File: config.mk
export PLATFORM = sky130hd
export DESIGN_NAME = nvw_write_ctrl
export DESIGN_NICKNAME = d
export VERILOG_FILES = /design/src/hw/nvw_pkg.sv /design/src/hw/nvw_sync.sv /design/src/hw/nvw_write_ctrl.sv
export SDC_FILE = /design/constraint.sdc
export NUM_CORES = 1
export LEC_CHECK = 0
export ABC_AREA = 1
export BUFFER_PORTS_ARGS = -buffer_cell sky130_fd_sc_hd__buf_2
export CORE_ASPECT_RATIO = 0.6
export CORE_MARGIN = 1.5
export CORE_UTILIZATION = 50
export CTS_BUF_LIST = sky130_fd_sc_hd__clkbuf_4
export CTS_CLUSTER_DIAMETER = 60
export CTS_CLUSTER_SIZE = 14
export DETAILED_ROUTE_END_ITERATION = 6
export PLACE_DENSITY = 0.82
export SYNTH_ARGS = -nofsm -noshare
export SYNTH_HDL_FRONTEND = slang
export SYNTH_HIERARCHICAL = 1
export SYNTH_SLANG_ARGS = --single-unit
File: constraint.sdc
create_clock -name CLOCK -period 2.08 [get_ports CLOCK]
set_input_delay 0.208 -clock CLOCK [delete_from_list [all_inputs] [get_ports CLOCK]]
set_output_delay 0.208 -clock CLOCK [all_outputs]
set_load 0.02 [all_outputs]
File: src/hw/nvw_pkg.sv
// package: register map, field layout, reset values and carrier types for the data memory write control
package nvw_pkg;

  // ==========================================================================
  // geometry
  localparam int NVW_ADDR_BITS   = 11;
  localparam int NVW_OFFSET_BITS = 4;
  localparam int NVW_PAGE_BITS   = NVW_ADDR_BITS - NVW_OFFSET_BITS;
  localparam int NVW_PAGE_BYTES  = 16;
  localparam int NVW_HIGH_BITS   = NVW_ADDR_BITS - 8;

  // ==========================================================================
  // register byte offsets
  localparam logic [7:0] NVW_OFS_ADDR_HIGH = 8'h00;
  localparam logic [7:0] NVW_OFS_ADDR_LOW  = 8'h04;
  localparam logic [7:0] NVW_OFS_DATA      = 8'h08;
  localparam logic [7:0] NVW_OFS_CONTROL   = 8'h0C;
  localparam logic [7:0] NVW_OFS_IRQ       = 8'h10;
  localparam logic [7:0] NVW_OFS_PTR1_HIGH = 8'h14;
  localparam logic [7:0] NVW_OFS_PTR2_HIGH = 8'h18;

  // ==========================================================================
  // control register fields
  localparam int NVW_BIT_MODE  = 4;
  localparam int NVW_BIT_WRITE_ENABLE_FLAG  = 3;
  localparam int NVW_BIT_WR    = 2;

  // interrupt register fields
  localparam int NVW_BIT_GIE     = 0;
  localparam int NVW_BIT_DONE_EN = 1;
  localparam int NVW_BIT_MF_EN   = 2;
  localparam int NVW_BIT_DONE_FL = 4;
  localparam int NVW_BIT_MF_FL   = 5;

  // ==========================================================================
  // reset values and constants
  localparam logic [7:0]                 NVW_RST_BYTE     = 8'h00;
  localparam logic [7:0]                 NVW_CTRL_SECTOR  = 8'h01;
  localparam logic [NVW_OFFSET_BITS-1:0] NVW_OFFSET_LAST  = 4'hF;
  localparam logic [NVW_OFFSET_BITS-1:0] NVW_OFFSET_STEP  = 4'h1;
  localparam logic [NVW_PAGE_BYTES-1:0]  NVW_RST_MASK     = 16'h0000;
  localparam int                         NVW_SYNC_STAGES  = 3;

  // ==========================================================================
  // write cycle sequencer
  typedef enum logic [1:0] {
    NVW_IDLE    = 2'b00,
    NVW_BUSY    = 2'b01,
    NVW_RELEASE = 2'b11
  } nvw_state_type;

  // request towards the memory array and its timer
  typedef struct packed {
    logic                           req;
    logic                           page_mode;
    logic                           erase_first;
    logic [NVW_ADDR_BITS-1:0]       addr;
    logic [7:0]                     byte_data;
    logic [NVW_PAGE_BYTES-1:0]      page_mask;
    logic [NVW_PAGE_BYTES*8-1:0]    page_data;
  } nvw_mem_req_type;

endpackage

File: src/hw/nvw_sync.sv
// three-stage synchroniser whose output follows once the last two stages agree
`timescale 1ns/1ps
module nvw_sync
  import nvw_pkg::*;
#(
  parameter int WIDTH = 1
)(
  input  wire logic             clock,
  input  wire logic             reset,
  input  wire logic [WIDTH-1:0] async_in,
  output logic      [WIDTH-1:0] sync_out
);

  // ==========================================================================
  // stages
  logic [WIDTH-1:0] stage1;
  logic [WIDTH-1:0] stage2;
  logic [WIDTH-1:0] stage3;

  if (WIDTH < 1)
  begin : g_bad_width
    $error("nvw_sync: WIDTH must be at least 1");
  end

  // stage1 feeds stage2 only; agreement filters a late-settling stage2
  always_ff @(posedge clock)
  begin
    if (reset)
    begin
      stage1   <= '0;
      stage2   <= '0;
      stage3   <= '0;
      sync_out <= '0;
    end
    else
    begin
      stage1 <= async_in;
      stage2 <= stage1;
      stage3 <= stage2;
      for (int i = 0; i < WIDTH; i++)
      begin
        if (stage2[i] == stage3[i])
          sync_out[i] <= stage3[i];
      end
    end
  end

endmodule

File: src/hw/nvw_write_ctrl.sv
// data memory write control: registers, page buffer, launch sequence, completion and interrupt flags
//
// What this block does
// - byte mode writes data register at address
// - launch needs enable then start, consecutively
// - start ignored unless enable already set
// - async timer ends cycle; poll or interrupt
// - hardware clears start flag at end
// - hardware clears enable flag at end
// - byte write erases target byte first
// - page mode writes up to sixteen bytes
// - buffer cleared at reset, enable fall
// - upper seven bits page, lower four offset
// - page data write loads buffer, bumps offset
// - offset stops at 0FH, later writes dropped
// - enable flag cleared at reset
// - pointer high bytes reset, gate control access
// - cycle end sets done and shared flags
// - vector request needs all enables, stack free
// - service clears shared flag; software clears done
// - mode bit4, enable bit3, start bit2
`timescale 1ns/1ps
module nvw_write_ctrl
  import nvw_pkg::*;
#(
  parameter int ADDR_BITS = NVW_ADDR_BITS
)(
  input  wire logic            CLOCK,
  input  wire logic            RESET,
  input  wire logic            PSEL,
  input  wire logic            PENABLE,
  input  wire logic            PWRITE,
  input  wire logic [7:0]      PADDR,
  input  wire logic [31:0]     PWDATA,
  output logic      [31:0]     PRDATA,
  output logic                 PREADY,
  output logic                 PSLVERR,
  output nvw_mem_req_type      MEM_REQUEST,
  input  wire logic            MEM_DONE,
  input  wire logic            STACK_FULL,
  input  wire logic            IRQ_SERVICED,
  output logic                 IRQ_REQUEST
);

  // ==========================================================================
  // elaboration check
  // other widths would need a new page and offset split
  if (ADDR_BITS != NVW_ADDR_BITS)
  begin : g_bad_addr_bits
    $error("nvw_write_ctrl: ADDR_BITS must match the page geometry");
  end

  // ==========================================================================
  // state
  logic [NVW_HIGH_BITS-1:0]   nv_addr_high;
  logic [7:0]                 nv_addr_low;
  logic [7:0]                 nv_data_reg;
  logic                       mode_page;
  logic                       write_enable_flag;
  logic                       write_start_flag;
  logic                       write_enable_prev;
  logic                       launch_armed;
  logic                       offset_full;
  logic                       global_irq_enable;
  logic                       nv_done_irq_enable;
  logic                       mf_irq_enable;
  logic                       nv_done_irq_flag;
  logic                       mf_irq_flag;
  logic [7:0]                 pointer1_high_byte;
  logic [7:0]                 pointer2_high_byte;
  logic [7:0]                 page_buffer [NVW_PAGE_BYTES];
  logic [NVW_PAGE_BYTES-1:0]  page_mask;
  logic                       lat_page_mode;
  logic [ADDR_BITS-1:0]       lat_addr;
  logic [7:0]                 lat_byte;
  nvw_state_type              state;
  nvw_state_type              next_state;
  logic                       done_sync;

  // ==========================================================================
  // bus decode
  logic                       access_done;
  logic                       write_done;
  logic                       hit_addr_high;
  logic                       hit_addr_low;
  logic                       hit_data;
  logic                       hit_control;
  logic                       hit_irq;
  logic                       hit_ptr1;
  logic                       hit_ptr2;
  logic                       mapped;
  logic                       busy;
  logic                       sector_ok;
  logic                       ctrl_write;
  logic                       launch;
  logic                       cycle_end;
  logic                       buffer_clear;
  logic                       page_load;
  logic [NVW_OFFSET_BITS-1:0] offset;
  logic [31:0]                read_value;

  assign access_done   = PSEL && PENABLE;
  assign write_done    = access_done && PWRITE;
  assign hit_addr_high = (PADDR == NVW_OFS_ADDR_HIGH);
  assign hit_addr_low  = (PADDR == NVW_OFS_ADDR_LOW);
  assign hit_data      = (PADDR == NVW_OFS_DATA);
  assign hit_control   = (PADDR == NVW_OFS_CONTROL);
  assign hit_irq       = (PADDR == NVW_OFS_IRQ);
  assign hit_ptr1      = (PADDR == NVW_OFS_PTR1_HIGH);
  assign hit_ptr2      = (PADDR == NVW_OFS_PTR2_HIGH);
  assign mapped        = hit_addr_high || hit_addr_low || hit_data || hit_control
                         || hit_irq || hit_ptr1 || hit_ptr2;
  assign busy          = (state != NVW_IDLE);
  assign offset        = nv_addr_low[NVW_OFFSET_BITS-1:0];

  // control register only reachable with a pointer in its sector
  assign sector_ok  = (pointer1_high_byte == NVW_CTRL_SECTOR)
                      || (pointer2_high_byte == NVW_CTRL_SECTOR);
  assign ctrl_write = write_done && hit_control && sector_ok && !busy;

  // start bit honoured only right after the enable-setting write
  assign launch = ctrl_write && launch_armed
                  && PWDATA[NVW_BIT_WRITE_ENABLE_FLAG] && PWDATA[NVW_BIT_WR];

  // page load; at offset 0FH only the first write lands
  assign page_load = write_done && hit_data && !busy && mode_page && !offset_full;

  assign cycle_end    = (state == NVW_BUSY) && done_sync;
  assign buffer_clear = write_enable_prev && !write_enable_flag;

  // zero wait states; unmapped addresses answer with an error
  assign PREADY  = 1'b1;
  assign PSLVERR = access_done && !mapped;

  // ==========================================================================
  // completion from the array timer
  nvw_sync #(
    .WIDTH    (1)
  ) u_done_sync (
    .clock    (CLOCK),
    .reset    (RESET),
    .async_in (MEM_DONE),
    .sync_out (done_sync)
  );

  // ==========================================================================
  // read data, captured in the setup cycle
  always_comb
  begin
    read_value = 32'h0000_0000;
    if (hit_addr_high)
      read_value[NVW_HIGH_BITS-1:0] = nv_addr_high;
    if (hit_addr_low)
      read_value[7:0] = nv_addr_low;
    if (hit_data)
      read_value[7:0] = nv_data_reg;
    if (hit_control && sector_ok)
    begin
      read_value[NVW_BIT_MODE] = mode_page;
      read_value[NVW_BIT_WRITE_ENABLE_FLAG] = write_enable_flag;
      read_value[NVW_BIT_WR]   = write_start_flag;
    end
    if (hit_irq)
    begin
      read_value[NVW_BIT_GIE]     = global_irq_enable;
      read_value[NVW_BIT_DONE_EN] = nv_done_irq_enable;
      read_value[NVW_BIT_MF_EN]   = mf_irq_enable;
      read_value[NVW_BIT_DONE_FL] = nv_done_irq_flag;
      read_value[NVW_BIT_MF_FL]   = mf_irq_flag;
    end
    if (hit_ptr1)
      read_value[7:0] = pointer1_high_byte;
    if (hit_ptr2)
      read_value[7:0] = pointer2_high_byte;
  end

  always_ff @(posedge CLOCK)
  begin
    if (RESET)
      PRDATA <= 32'h0000_0000;
    else if (PSEL && !PENABLE && !PWRITE)
      PRDATA <= read_value;
  end

  // ==========================================================================
  // address and data registers; frozen while a cycle runs
  always_ff @(posedge CLOCK)
  begin
    if (RESET)
    begin
      nv_addr_high <= '0;
      nv_addr_low  <= NVW_RST_BYTE;
      nv_data_reg  <= NVW_RST_BYTE;
      offset_full  <= 1'b0;
    end
    else if (write_done && !busy)
    begin
      if (hit_addr_high)
        nv_addr_high <= PWDATA[NVW_HIGH_BITS-1:0];
      if (hit_addr_low)
      begin
        nv_addr_low <= PWDATA[7:0];
        offset_full <= 1'b0;
      end
      if (hit_data && !mode_page)
        nv_data_reg <= PWDATA[7:0];
      if (page_load)
      begin
        nv_data_reg <= PWDATA[7:0];
        // page bits never move; offset saturates instead of wrapping
        if (offset == NVW_OFFSET_LAST)
          offset_full <= 1'b1;
        else
          nv_addr_low[NVW_OFFSET_BITS-1:0] <= offset + NVW_OFFSET_STEP;
      end
    end
  end

  // ==========================================================================
  // page buffer, one entry per byte
  generate
    for (genvar i = 0; i < NVW_PAGE_BYTES; i++)
    begin : g_entry
      always_ff @(posedge CLOCK)
      begin
        if (RESET || buffer_clear)
        begin
          page_buffer[i] <= NVW_RST_BYTE;
          page_mask[i]   <= 1'b0;
        end
        else if (page_load && (offset == NVW_OFFSET_BITS'(i)))
        begin
          page_buffer[i] <= PWDATA[7:0];
          page_mask[i]   <= 1'b1;
        end
      end
    end
  endgenerate

  // ==========================================================================
  // control register and launch sequence
  always_ff @(posedge CLOCK)
  begin
    if (RESET)
    begin
      mode_page         <= 1'b0;
      write_enable_flag <= 1'b0;
      write_start_flag  <= 1'b0;
      write_enable_prev <= 1'b0;
      launch_armed      <= 1'b0;
    end
    else
    begin
      write_enable_prev <= write_enable_flag;
      // any other transfer between the two writes breaks the sequence
      if (access_done)
        launch_armed <= ctrl_write && PWDATA[NVW_BIT_WRITE_ENABLE_FLAG] && !PWDATA[NVW_BIT_WR];
      if (cycle_end)
      begin
        write_start_flag  <= 1'b0;
        write_enable_flag <= 1'b0;
      end
      else if (ctrl_write)
      begin
        mode_page         <= PWDATA[NVW_BIT_MODE];
        write_enable_flag <= PWDATA[NVW_BIT_WRITE_ENABLE_FLAG];
        if (launch)
          write_start_flag <= 1'b1;
      end
    end
  end

  // ==========================================================================
  // memory pointer high bytes
  always_ff @(posedge CLOCK)
  begin
    if (RESET)
    begin
      pointer1_high_byte <= NVW_RST_BYTE;
      pointer2_high_byte <= NVW_RST_BYTE;
    end
    else if (write_done)
    begin
      if (hit_ptr1)
        pointer1_high_byte <= PWDATA[7:0];
      if (hit_ptr2)
        pointer2_high_byte <= PWDATA[7:0];
    end
  end

  // ==========================================================================
  // write cycle sequencer: four-phase with the array timer
  always_comb
  begin
    next_state = state;
    unique case (state)
      NVW_IDLE:
        if (launch)
          next_state = NVW_BUSY;
      NVW_BUSY:
        if (done_sync)
          next_state = NVW_RELEASE;
      NVW_RELEASE:
        if (!done_sync)
          next_state = NVW_IDLE;
      default:
        next_state = NVW_IDLE;
    endcase
  end

  always_ff @(posedge CLOCK)
  begin
    if (RESET)
      state <= NVW_IDLE;
    else
      state <= next_state;
  end

  // mode, address and data byte latched at launch so they stay stable for the timer; page mask and data come from the live buffer
  always_ff @(posedge CLOCK)
  begin
    if (RESET)
    begin
      lat_page_mode <= 1'b0;
      lat_addr      <= '0;
      lat_byte      <= NVW_RST_BYTE;
    end
    else if (launch)
    begin
      lat_page_mode <= mode_page;
      lat_addr      <= {nv_addr_high, nv_addr_low};
      lat_byte      <= nv_data_reg;
    end
  end

  always_comb
  begin
    MEM_REQUEST             = '0;
    MEM_REQUEST.req         = (state == NVW_BUSY);
    MEM_REQUEST.page_mode   = lat_page_mode;
    MEM_REQUEST.erase_first = !lat_page_mode;
    MEM_REQUEST.addr        = lat_addr;
    MEM_REQUEST.byte_data   = lat_byte;
    MEM_REQUEST.page_mask   = page_mask;
    for (int i = 0; i < NVW_PAGE_BYTES; i++)
      MEM_REQUEST.page_data[i*8 +: 8] = page_buffer[i];
  end

  // ==========================================================================
  // interrupt enables and flags; a set wins over a same-cycle clear
  always_ff @(posedge CLOCK)
  begin
    if (RESET)
    begin
      global_irq_enable  <= 1'b0;
      nv_done_irq_enable <= 1'b0;
      mf_irq_enable      <= 1'b0;
      nv_done_irq_flag   <= 1'b0;
      mf_irq_flag        <= 1'b0;
    end
    else
    begin
      if (write_done && hit_irq)
      begin
        global_irq_enable  <= PWDATA[NVW_BIT_GIE];
        nv_done_irq_enable <= PWDATA[NVW_BIT_DONE_EN];
        mf_irq_enable      <= PWDATA[NVW_BIT_MF_EN];
        if (!PWDATA[NVW_BIT_DONE_FL])
          nv_done_irq_flag <= 1'b0;
        if (!PWDATA[NVW_BIT_MF_FL])
          mf_irq_flag <= 1'b0;
      end
      if (IRQ_SERVICED)
        mf_irq_flag <= 1'b0;
      if (cycle_end)
      begin
        nv_done_irq_flag <= 1'b1;
        mf_irq_flag      <= 1'b1;
      end
    end
  end

  // vector request; stack full holds it off
  assign IRQ_REQUEST = global_irq_enable && nv_done_irq_enable && mf_irq_enable
                       && nv_done_irq_flag && mf_irq_flag && !STACK_FULL;

endmodule

# == Yosys cells after proc, flatten, opt, wreduce, memory -nomap -nowiden ==
# Memories as Yosys holds them, arrays and structs flattened.
# Index checks and enable logic that the tools add are counted.
# classes
add_sub_neg,1
n_eq_ne,31
n_mux,93
bitwise_logic,17
n_reduce_logical,80
# op_table
cell,count
8-bit two-way mux,22
1-bit two-way mux,60
1-bit logical AND,44
"4-bit == test, second input constant",8
"8-bit by 5-bit == test with 1-bit output, second input constant",3
2-bit AND reduction,9
"4-bit by 3-bit == test with 1-bit output, second input constant",4
"8-bit by 1-bit == test with 1-bit output, second input constant",2
"8-bit by 4-bit == test with 1-bit output, second input constant",2
1-bit OR,16
4-bit two-way mux,3
1-bit zero test,10
3-bit two-way mux,3
"4-bit by 2-bit == test with 1-bit output, second input constant",2
"8-bit by 3-bit == test with 1-bit output, second input constant",1
8-bit zero test,1
1-bit logical OR,8
2-bit two-way mux,4
2-bit one-hot mux with 3 select lines,1
2-bit nonzero test,3
"4-bit by 1-bit adder with 4-bit output, second input constant",1
"4-bit by 1-bit == test with 1-bit output, second input constant",1
4-bit zero test,1
"2-bit by 1-bit inequality test with 1-bit output, second input constant",2
10 further kinds,11
# totals
ff_bits,96
mem_bits_rw,128
input_bits,48
out_inout_bits,201
wordCells,265
n_memories,1
# memory_table
name,depth,word_bits,read_ports,rd_ports_with_merged_regs,write_ports,line,rtl
page_buffer,16,8,16,0,16,nvw_write_ctrl.sv:71,logic [7:0] page_buffer [NVW_PAGE_BYTES];

# == Logic depth before layout (Yosys ltp) ==
# Gate-level depths: netlist (run 1).
# logic_depth
word_depth,11
depth_mapped,11
ltp_nobuf,10

# == By module ==
# Netlist (run 1), hierarchy kept.
# by_module_without_submodules
module,instances,cells_per_inst,area_each_um2,seq_area_each_um2
nvw_write_ctrl,1,897,9036.2,5685.5
nvw_sync,1,13,121.4,80.1

# == Least setup slack after synthesis (run 1) ==
# No wires, ideal clock.
# synth_path
path_kind,in2out
startpoint,in PADDR[0]
endpoint,out PSLVERR
arrival_ps,1708
t_required_ps,1872
setup_slack_ps,164
cell_stages,6
n_path_buf,0
cell_sequence,inv_1 -> nand2_1 -> nor2_2 -> nand2_1 -> nand2_1 -> a2111oi_0
# synth_between
elab_chain_cells,9
elab_cells_between_ends,15
classes_between,6 x eq/ne; 9 x reduce/logical
# synth_lines
element,line,rtl
start: declaration,nvw_write_ctrl.sv:33,"input wire logic [7:0] PADDR,"
8-bit by 3-bit == test with 1-bit output or 8-bit zero test (tied branches),"nvw_write_ctrl.sv:105, nvw_write_ctrl.sv:104",
1-bit logical OR (3 in a row),nvw_write_ctrl.sv:111,assign mapped = hit_addr_high || hit_addr_low || hit_data || hit_control
1-bit logical OR (2 in a row),nvw_write_ctrl.sv:112,|| hit_irq || hit_ptr1 || hit_ptr2;
1-bit logical OR (*),nvw_write_ctrl.sv:112,
1-bit zero test (*),nvw_write_ctrl.sv:133,assign PSLVERR = access_done && !mapped;
1-bit logical AND (*),nvw_write_ctrl.sv:133,
end: declaration,nvw_write_ctrl.sv:37,"output logic PSLVERR,"
# Every way passes the cells marked *; elsewhere a longest branch is shown, timed or not.

==> metrics.yaml, run 1 <==
outcome:
  status: "finished clean"
logic_synthesis:
  yosysTopAreaCell: "edfxtp_1"
  yosysWarnings: 6
  yosys.cell_types.count: 35
  synth.cell_area_um2: 9160
  yosys.area.top_type_share_pct: 42.0
  ys_ff_latch: 224
  ys_seq_area_share_pct: 63.0
  postSynthCellCount: 910
  avgSynthCellArea_um2: 10.1
  synth.area.top_cells: "edfxtp_1 42%, dfxtp_1 21%, nor2_1 8.1%"
die:
  core_um2: 18000
  num_rows: 38
  die_height_um: 108
  start_util_pct: 50.8
  dieArea_um2: 19200
  pin_count: 249
  die_w_um: 178
drt:
  drc: 0
  dr.pass1.iters: 5
  totalWireLength_um: 24000
  drtIter0Drc: 810
  routed-via-count: 7152
  ant_nets: 0
  via_per_inst: 5.14
  wire_per_inst_um: 17.3
clocking:
  clock_tree.buffer_depth: 3
  cts_setup_buffers: 0
  clkLatencyLatePin_ns: 0.63
  numCtsBuffers: 19
  clkTransAtPathRegs_ns: 0.17
  clockRootBuffer: "clkbuf_4"
  cts_tree: "built"
  clkSinkCount: 224
  htreeDepth: 1
cells_and_area:
  final_cell_mix: "199 x buf_2, 197 x nor2_1, 136 x nand2_1, 128 x edfxtp_1, 96 x dfxtp_1"
  regMostFlops: "page_buffer"
  nFillCells: 1548
  largest_register_ffs: 128
  drive_above_1_share_pct: 27.4
  area_delta_synth_final_pct: 18.7
  layout_commonest_cell: "buf_2"
  postLayoutCoreUtil_pct: 60.3
  layout.nets: 1191
  stdcell_count: 1391
worst_setup_path:
  worst-path-max-fanout: 8
  critPathArrivalTime_ns: 2.28
  r2r_cells: 7
  timing.rr.start: "state[1]"
  path_class: "flop to flop"
  crit_path_start_kind: "flop"
  cp-startpoint: "state[1]"
  r2r_setup_slack_ns: 0.12
  end_kind: "flop"
  cp_data_required_time_ns: 2.39
  worst_r2r_endpoint: "page_buffer[0][8]"
placed_design:
  dp.cells: 1344
  dp_slack_ns: 0.0761
  gp_congestion: 0.898
  dp.final_hpwl_um: 17000
  numPortBuffers: 199
power:
  internal_power_mw: 5.59
  power.density_nw_per_um2: 682
  power_switching_mw: 1.81
  power_frac_seq_pct: 64.6
  p_comb_share_pct: 7.8
  clock_power_share_pct: 27.6
  switching_share_pct: 24.5
  p_leak_nw: 4.99
  irDropWorstVdd_mv: 0.441
grt:
  grt_pass1_vias: 6214
  track_usage_pct: 24.6
  grt_pass1_wl_um: 35300
  grt_antenna_before_repair: 1
  grt_max_degree: 61
  grt_overflow: 0
sta:
  final.setup_skew_ns: 0.0254
  setup_slack_ns: 0.119
  hold_viol_final: 0
  timing.final.crit_period_ns: 1.96
  slew_viol_final: 0
  report.final.setup_viol: 0
  finalCritPeriodShare_pct: 94.3
  fmax_ghz: 0.510
worst_hold_path:
  hp-start: "PENABLE"
  min_path_cells: 5
  hold_class: "input pin to flop"
  hold_end: "launch_armed"
run:
  maxCapViolCount: 0
==> through the flow <==
step,TNS [ns],total power [mW],hold slack (ns),instance area (um2)
after floorplan,0,5.24,0.279,9240
after global placement,0,5.43,0.395,10500
after detailed placement,0,5.44,0.400,10500
after CTS,0,7.43,0.0328,10900
after global routing,-0.0116,7.66,0.0532,10900
final,0,7.41,0.0647,10900
==> kinds of logic after synthesis <==
| family | count (synthesis) | synth area share [%] |
|---|---|---|
| AND/OR/NAND/NOR | 409 | 21.7 |
| XOR/XNOR | 2 | 0.191 |
| AO/OA/AOI/OAI | 132 | 7.43 |
| adder cells (fa/ha/maj) | 4 | 0.547 |
| other | 2 | 0.0820 |
| flip-flops | 224 | 63.0 |
| buffers and inverters | 137 | 7.12 |
==> layer usage <==
metal  vias to the layer above  routed length [um]  GRT usage, %
met4                         0                 398          5.16
li1                       3388                   -             -
met1                      3323               11100          38.6
met5                         -                   0             0
met3                        33                2790          5.58
met2                       408                9750          34.3
==> worst max path at each step <==
stage          slack, ns                 end
2_1_floorplan       0.16             PSLVERR
3_3_place_gp        0.13  page_buffer[0][47]
3_5_place_dp        0.08  page_buffer[0][41]
4_1_cts             0.11  page_buffer[1][43]
5_1_grt           -0.003  page_buffer[1][14]
6_report            0.12   page_buffer[0][8]
==> worst max-delay path, cell delays in order, from the launching register on <==
cell and delay [ns]:
dfxtp_1 0.36, nor2_1 0.24, nand2_4 0.12, nor2_8 0.17, nand2_8 0.12, nor2_8 0.25
nand2_1 0.09, nand2_1 0.28
==> repair_timing <==
item                                   CTS  global route
resized for setup                        0             4
hold buffers                            14             0
endpoints found under the hold margin   36             0
setup endpoints to repair                0            28
==> power by group through the flow <==
stage / clock network [mW] / logic, mW / registers (mW)
floorplan: 0 / 0.237 / 5.00
global placement: 0 / 0.552 / 4.88
detailed placement: 0 / 0.558 / 4.88
CTS: 2.07 / 0.577 / 4.79
global route: 2.25 / 0.618 / 4.79
finish: 2.04 / 0.581 / 4.79
==> Yosys cell counts <==
cell / instances
nor2_8: 5
clkinv_1: 4
nor2_4: 3
nand3_1: 19
o21bai_1: 2
nand2_2: 2
nor2_2: 14
ha_1: 4
conb_1: 2
a21oi_1: 53
nor3_1: 2
nand2_8: 1
a31oi_1: 3
nand2_1: 140
nand4_1: 5
nor2_1: 197
o21ai_0: 69
a2111oi_0: 1
xor2_1: 2
clkbuf_1: 14
edfxtp_1: 128
buf_4: 33
buf_1: 2
dfxtp_1: 96
nand4_2: 1
buf_2: 9
and2_1: 1
nand2_4: 2
o22ai_1: 3
nand3_4: 16
inv_2: 4
o221ai_1: 1
inv_4: 1
inv_1: 70
nand3b_1: 1
==> final cells by class <==
type | count | area (um2) | area share [%]
Inverter | 79 | 299 | 2.75
Clock buffer | 32 | 240 | 2.21
Multi-Input combinational cell | 572 | 2850 | 26.2
Sequential cell | 224 | 5770 | 53.1
Timing Repair Buffer | 243 | 1410 | 13.0
Antenna cell | 1 | 2.50 | 0.0230
Tap cell | 240 | 300 | 2.76
(Power assumes the default switching activity.)
==> run 2, diff against run 1 <==
--- a/config.mk
+++ b/config.mk
@@ -5,7 +5,6 @@
 export SDC_FILE = /design/constraint.sdc
 export NUM_CORES = 1
 export LEC_CHECK = 0
-export ABC_AREA = 1
 export BUFFER_PORTS_ARGS = -buffer_cell sky130_fd_sc_hd__buf_2
 export CORE_ASPECT_RATIO = 0.6
 export CORE_MARGIN = 1.5
@@ -14,6 +13,7 @@
 export CTS_CLUSTER_DIAMETER = 60
 export CTS_CLUSTER_SIZE = 14
 export DETAILED_ROUTE_END_ITERATION = 6
+export HOLD_SLACK_MARGIN = 0.1
 export PLACE_DENSITY = 0.82
 export SYNTH_ARGS = -nofsm -noshare
 export SYNTH_HDL_FRONTEND = slang
==> metrics.yaml, run 2 <==
sta:
  final.setup_skew_ns: 0.0366  # was 0.0254 ns
  finalCritPeriodShare_pct: 94.5  # was 94.3%
  finalSetupTns_ns: 0  # unchanged
  slew_viol_final: 0  # unchanged
  fmax_ghz: 0.509  # was 0.510 GHz
  timing.final.crit_period_ns: 1.97  # was 1.96 ns
  report.final.setup_viol: 0  # unchanged
  worst_pin_slew_ns: 0.626
  setup_slack_ns: 0.114  # was 0.119 ns
  slew_headroom_pct: 58.3
  hold_viol_final: 0  # unchanged
  rsz0062_at_grt: "no"
clocking:
  clkTransAtPathRegs_ns: 0.15  # was 0.17 ns
  clkLatencyLatePin_ns: 0.64  # was 0.63 ns
  htreeDepth: 1  # unchanged
  clkSinkCount: 224  # unchanged
  numCtsBuffers: 19  # unchanged
  clock_tree.buffer_depth: 3  # unchanged
  clockRootBuffer: "clkbuf_4"  # unchanged
  cts_tree: "built"  # unchanged
cells_and_area:
  final_area_um2: 11300  # was 10,900 um2
  drive_above_1_share_pct: 31.1  # was 27.4%
  final_cell_mix: "199 x buf_2, 130 x and2_1, 128 x edfxtp_1, 96 x dfxtp_1, 67 x buf_4"  # was 199 x buf_2, 197 x nor2_1, 136 x nand2_1, 128 x edfxtp_1, 96 x dfxtp_1
  nFillCells: 1446  # was 1,548
  layout_commonest_cell: "buf_2"  # unchanged
  largest_register_ffs: 128  # unchanged
  area_delta_synth_final_pct: 23.0  # was 18.7%
  stdcell_count: 1318  # was 1,391
  layout.nets: 1119  # was 1,191
  regMostFlops: "page_buffer"  # unchanged
die:
  die_w_um: 178  # about the same
  pin_count: 249  # unchanged
  die_height_um: 108  # about the same
  dieArea_um2: 19300  # was 19,200 um2
  start_util_pct: 51.0  # was 50.8%
  core_um2: 18100  # was 18,000 um2
  num_rows: 38  # unchanged
run:
  maxCapViolCount: 0  # unchanged
logic_synthesis:
  yosysMostFrequentCell: "and2_1"  # was nor2_1
  yosys.cell_types.count: 53  # was 35
  ys_seq_area_share_pct: 62.6  # was 63.0%
  postSynthCellCount: 815  # was 910
  ys_ff_latch: 224  # unchanged
  synth_edf_count: 128  # unchanged
  avgSynthCellArea_um2: 11.3  # was 10.1 um2
  synth.area.top_cells: "edfxtp_1 42%, dfxtp_1 21%, and2_1 8.8%"  # was edfxtp_1 42%, dfxtp_1 21%, nor2_1 8.1%
  synthFlopType: "edfxtp_1"  # unchanged
  synth.cell_area_um2: 9210  # was 9160 um2
  yosys-top-cells-count: "130 x and2_1, 128 x edfxtp_1, 96 x dfxtp_1"  # was 197 x nor2_1, 140 x nand2_1, 128 x edfxtp_1
  async_reset_ff_share_pct: 0  # unchanged
  yosysTopAreaCell: "edfxtp_1"  # unchanged
  yosys.area.top_type_share_pct: 41.7  # was 42.0%
  yosysWarnings: 6  # unchanged
drt:
  drtIter0Drc: 684  # was 810
  dr.pass1.iters: 5  # unchanged
  ant_nets: 0  # unchanged
  drc: 0  # unchanged
  routed-via-count: 7132  # was 7,152
  totalWireLength_um: 24800  # was 24,000 um
  wire_per_inst_um: 18.8  # was 17.3 um
  via_per_inst: 5.41  # was 5.14
power:
  power.density_nw_per_um2: 655  # was 682 nW/um2
  finalPower_mw: 7.41  # about the same
  switching_share_pct: 24.5  # about the same
  clock_power_share_pct: 26.6  # was 27.6%
  p_comb_share_pct: 8.7  # was 7.8%
  irDropWorstVdd_mv: 0.395  # was 0.441 mV
  power_frac_seq_pct: 64.7  # was 64.6%
  power_switching_mw: 1.82  # was 1.81 mW
  p_leak_nw: 4.76  # was 4.99 nW
  internal_power_mw: 5.59  # about the same
worst_hold_path:
  min_path_cells: 3  # was 5
  hold_class: "input pin to flop"  # unchanged
  hold_end: "nv_addr_low[4]"  # was launch_armed
  hp-start: "PWDATA[4]"  # was PENABLE
worst_setup_path:
  critPathArrivalTime_ns: 2.47  # was 2.28 ns
  cp_data_required_time_ns: 2.59  # was 2.39 ns
  worst-path-max-fanout: 42  # was 8
  r2r_cells: 6  # was 7
  timing.rr.start: "pointer2_high_byte[4]"  # was state[1]
  end_kind: "flop"  # unchanged
  r2r_setup_slack_ns: 0.11  # was 0.12 ns
  path_class: "flop to flop"  # unchanged
  crit_path_start_kind: "flop"  # unchanged
  worst_r2r_endpoint: "lat_addr[7]"  # was page_buffer[0][8]
grt:
  grt_antenna_before_repair: 1  # unchanged
  track_usage_pct: 25.0  # was 24.6%
  grt_max_degree: 43  # was 61
  grt_pass1_wl_um: 36200  # was 35,300 um
  grt_overflow: 0  # unchanged
  grt_pass1_vias: 6417  # was 6,214
placed_design:
  numPortBuffers: 199  # unchanged
  place_area_um2: 11000  # was 10,500 um2
  gp_congestion: 0.941  # was 0.898
  dp_slack_ns: -0.221  # was 0.0761 ns
  dp.cells: 1274  # was 1,344
  dp.final_hpwl_um: 17300  # was 17,000 um
outcome:
  status: "finished clean"  # unchanged
## run 2: power by group through the flow
stage | registers [mW] | logic, mW | clock network [mW]
2_1_floorplan | 5.03 | 0.256 | 0
3_3_place_gp | 4.90 | 0.614 | 0
3_5_place_dp | 4.90 | 0.621 | 0
4_1_cts | 4.80 | 0.639 | 2.01
5_1_grt | 4.81 | 0.683 | 2.17
6_report | 4.80 | 0.644 | 1.97
## run 2: cell families (layout without fill, tap and decap cells)
kind of cell             after synthesis  count (layout)  share of synthesized area (%)
AND/OR/NAND/NOR                      338             338                           19.5
flip-flops                           224             224                           62.6
AO/OA/AOI/OAI                        131             131                           9.19
buffers and inverters                 84             323                           4.58
multiplexers                          32              32                           3.51
adder cells (fa/ha/maj)                4               4                          0.544
other                                  2              26                         0.0816
## run 2: through the flow
stage          hold WS [ns]  util (%)
2_1_floorplan         0.277         -
4_1_cts               0.107      62.7
3_5_place_dp          0.422      60.7
3_3_place_gp          0.424      60.7
5_1_grt               0.125      62.7
6_report              0.148      62.7
## run 2: repair_timing
| action | 4_1_cts | 5_1_grt |
|---|---|---|
| hold endpoints to repair | 23 | 0 |
| gates resized for setup | 0 | 1 |
| buffers inserted | 0 | 0 |
| hold buffers | 12 | 0 |
| setup endpoints to repair | 0 | 8 |
## run 2: cell type report
type,instances,area (um2),area share (%)
Antenna cell,1,2.50,0.0221
Clock buffer,30,225,1.99
Clock inverter,1,3.75,0.0331
Inverter,9,33.8,0.298
Multi-Input combinational cell,530,3270,28.9
Sequential cell,224,5770,50.9
Tap cell,240,300,2.65
Timing Repair Buffer,283,1720,15.2
## run 2: worst max path at each step
stage / start / endpoint / slack (ns) / depth (start not counted)
2_1_floorplan: PADDR[2] / page_buffer[0][48] / -0.03 / 5
3_3_place_gp: PADDR[2] / page_buffer[1][53] / -0.20 / 8
3_5_place_dp: PADDR[2] / page_buffer[1][50] / -0.22 / 8
4_1_cts: state[1] / page_buffer[0][38] / 0.13 / 6
5_1_grt: state[1] / page_buffer[1][51] / 0.08 / 7
6_report: pointer2_high_byte[4] / lat_addr[7] / 0.11 / 6
## run 2: critical path, cell delays in order, from the launching register on
cell	delay, ns
dfxtp_1	0.39
nor4_1	0.41
nand2_1	0.20
a2111o_1	0.44
buf_12	0.18
nand3_1	0.10
o21ai_0	0.09
## run 2: metal layers
| layer | share of wire, % | track usage [%] | vias to the layer above |
|---|---|---|---|
| met1 | 45 | 37.0 | 3365 |
| met3 | 11 | 6.36 | 50 |
| met5 | 0 | 0 | - |
| li1 | - | - | 3334 |
| met4 | 1.8 | 5.48 | 0 |
| met2 | 43 | 37.2 | 383 |
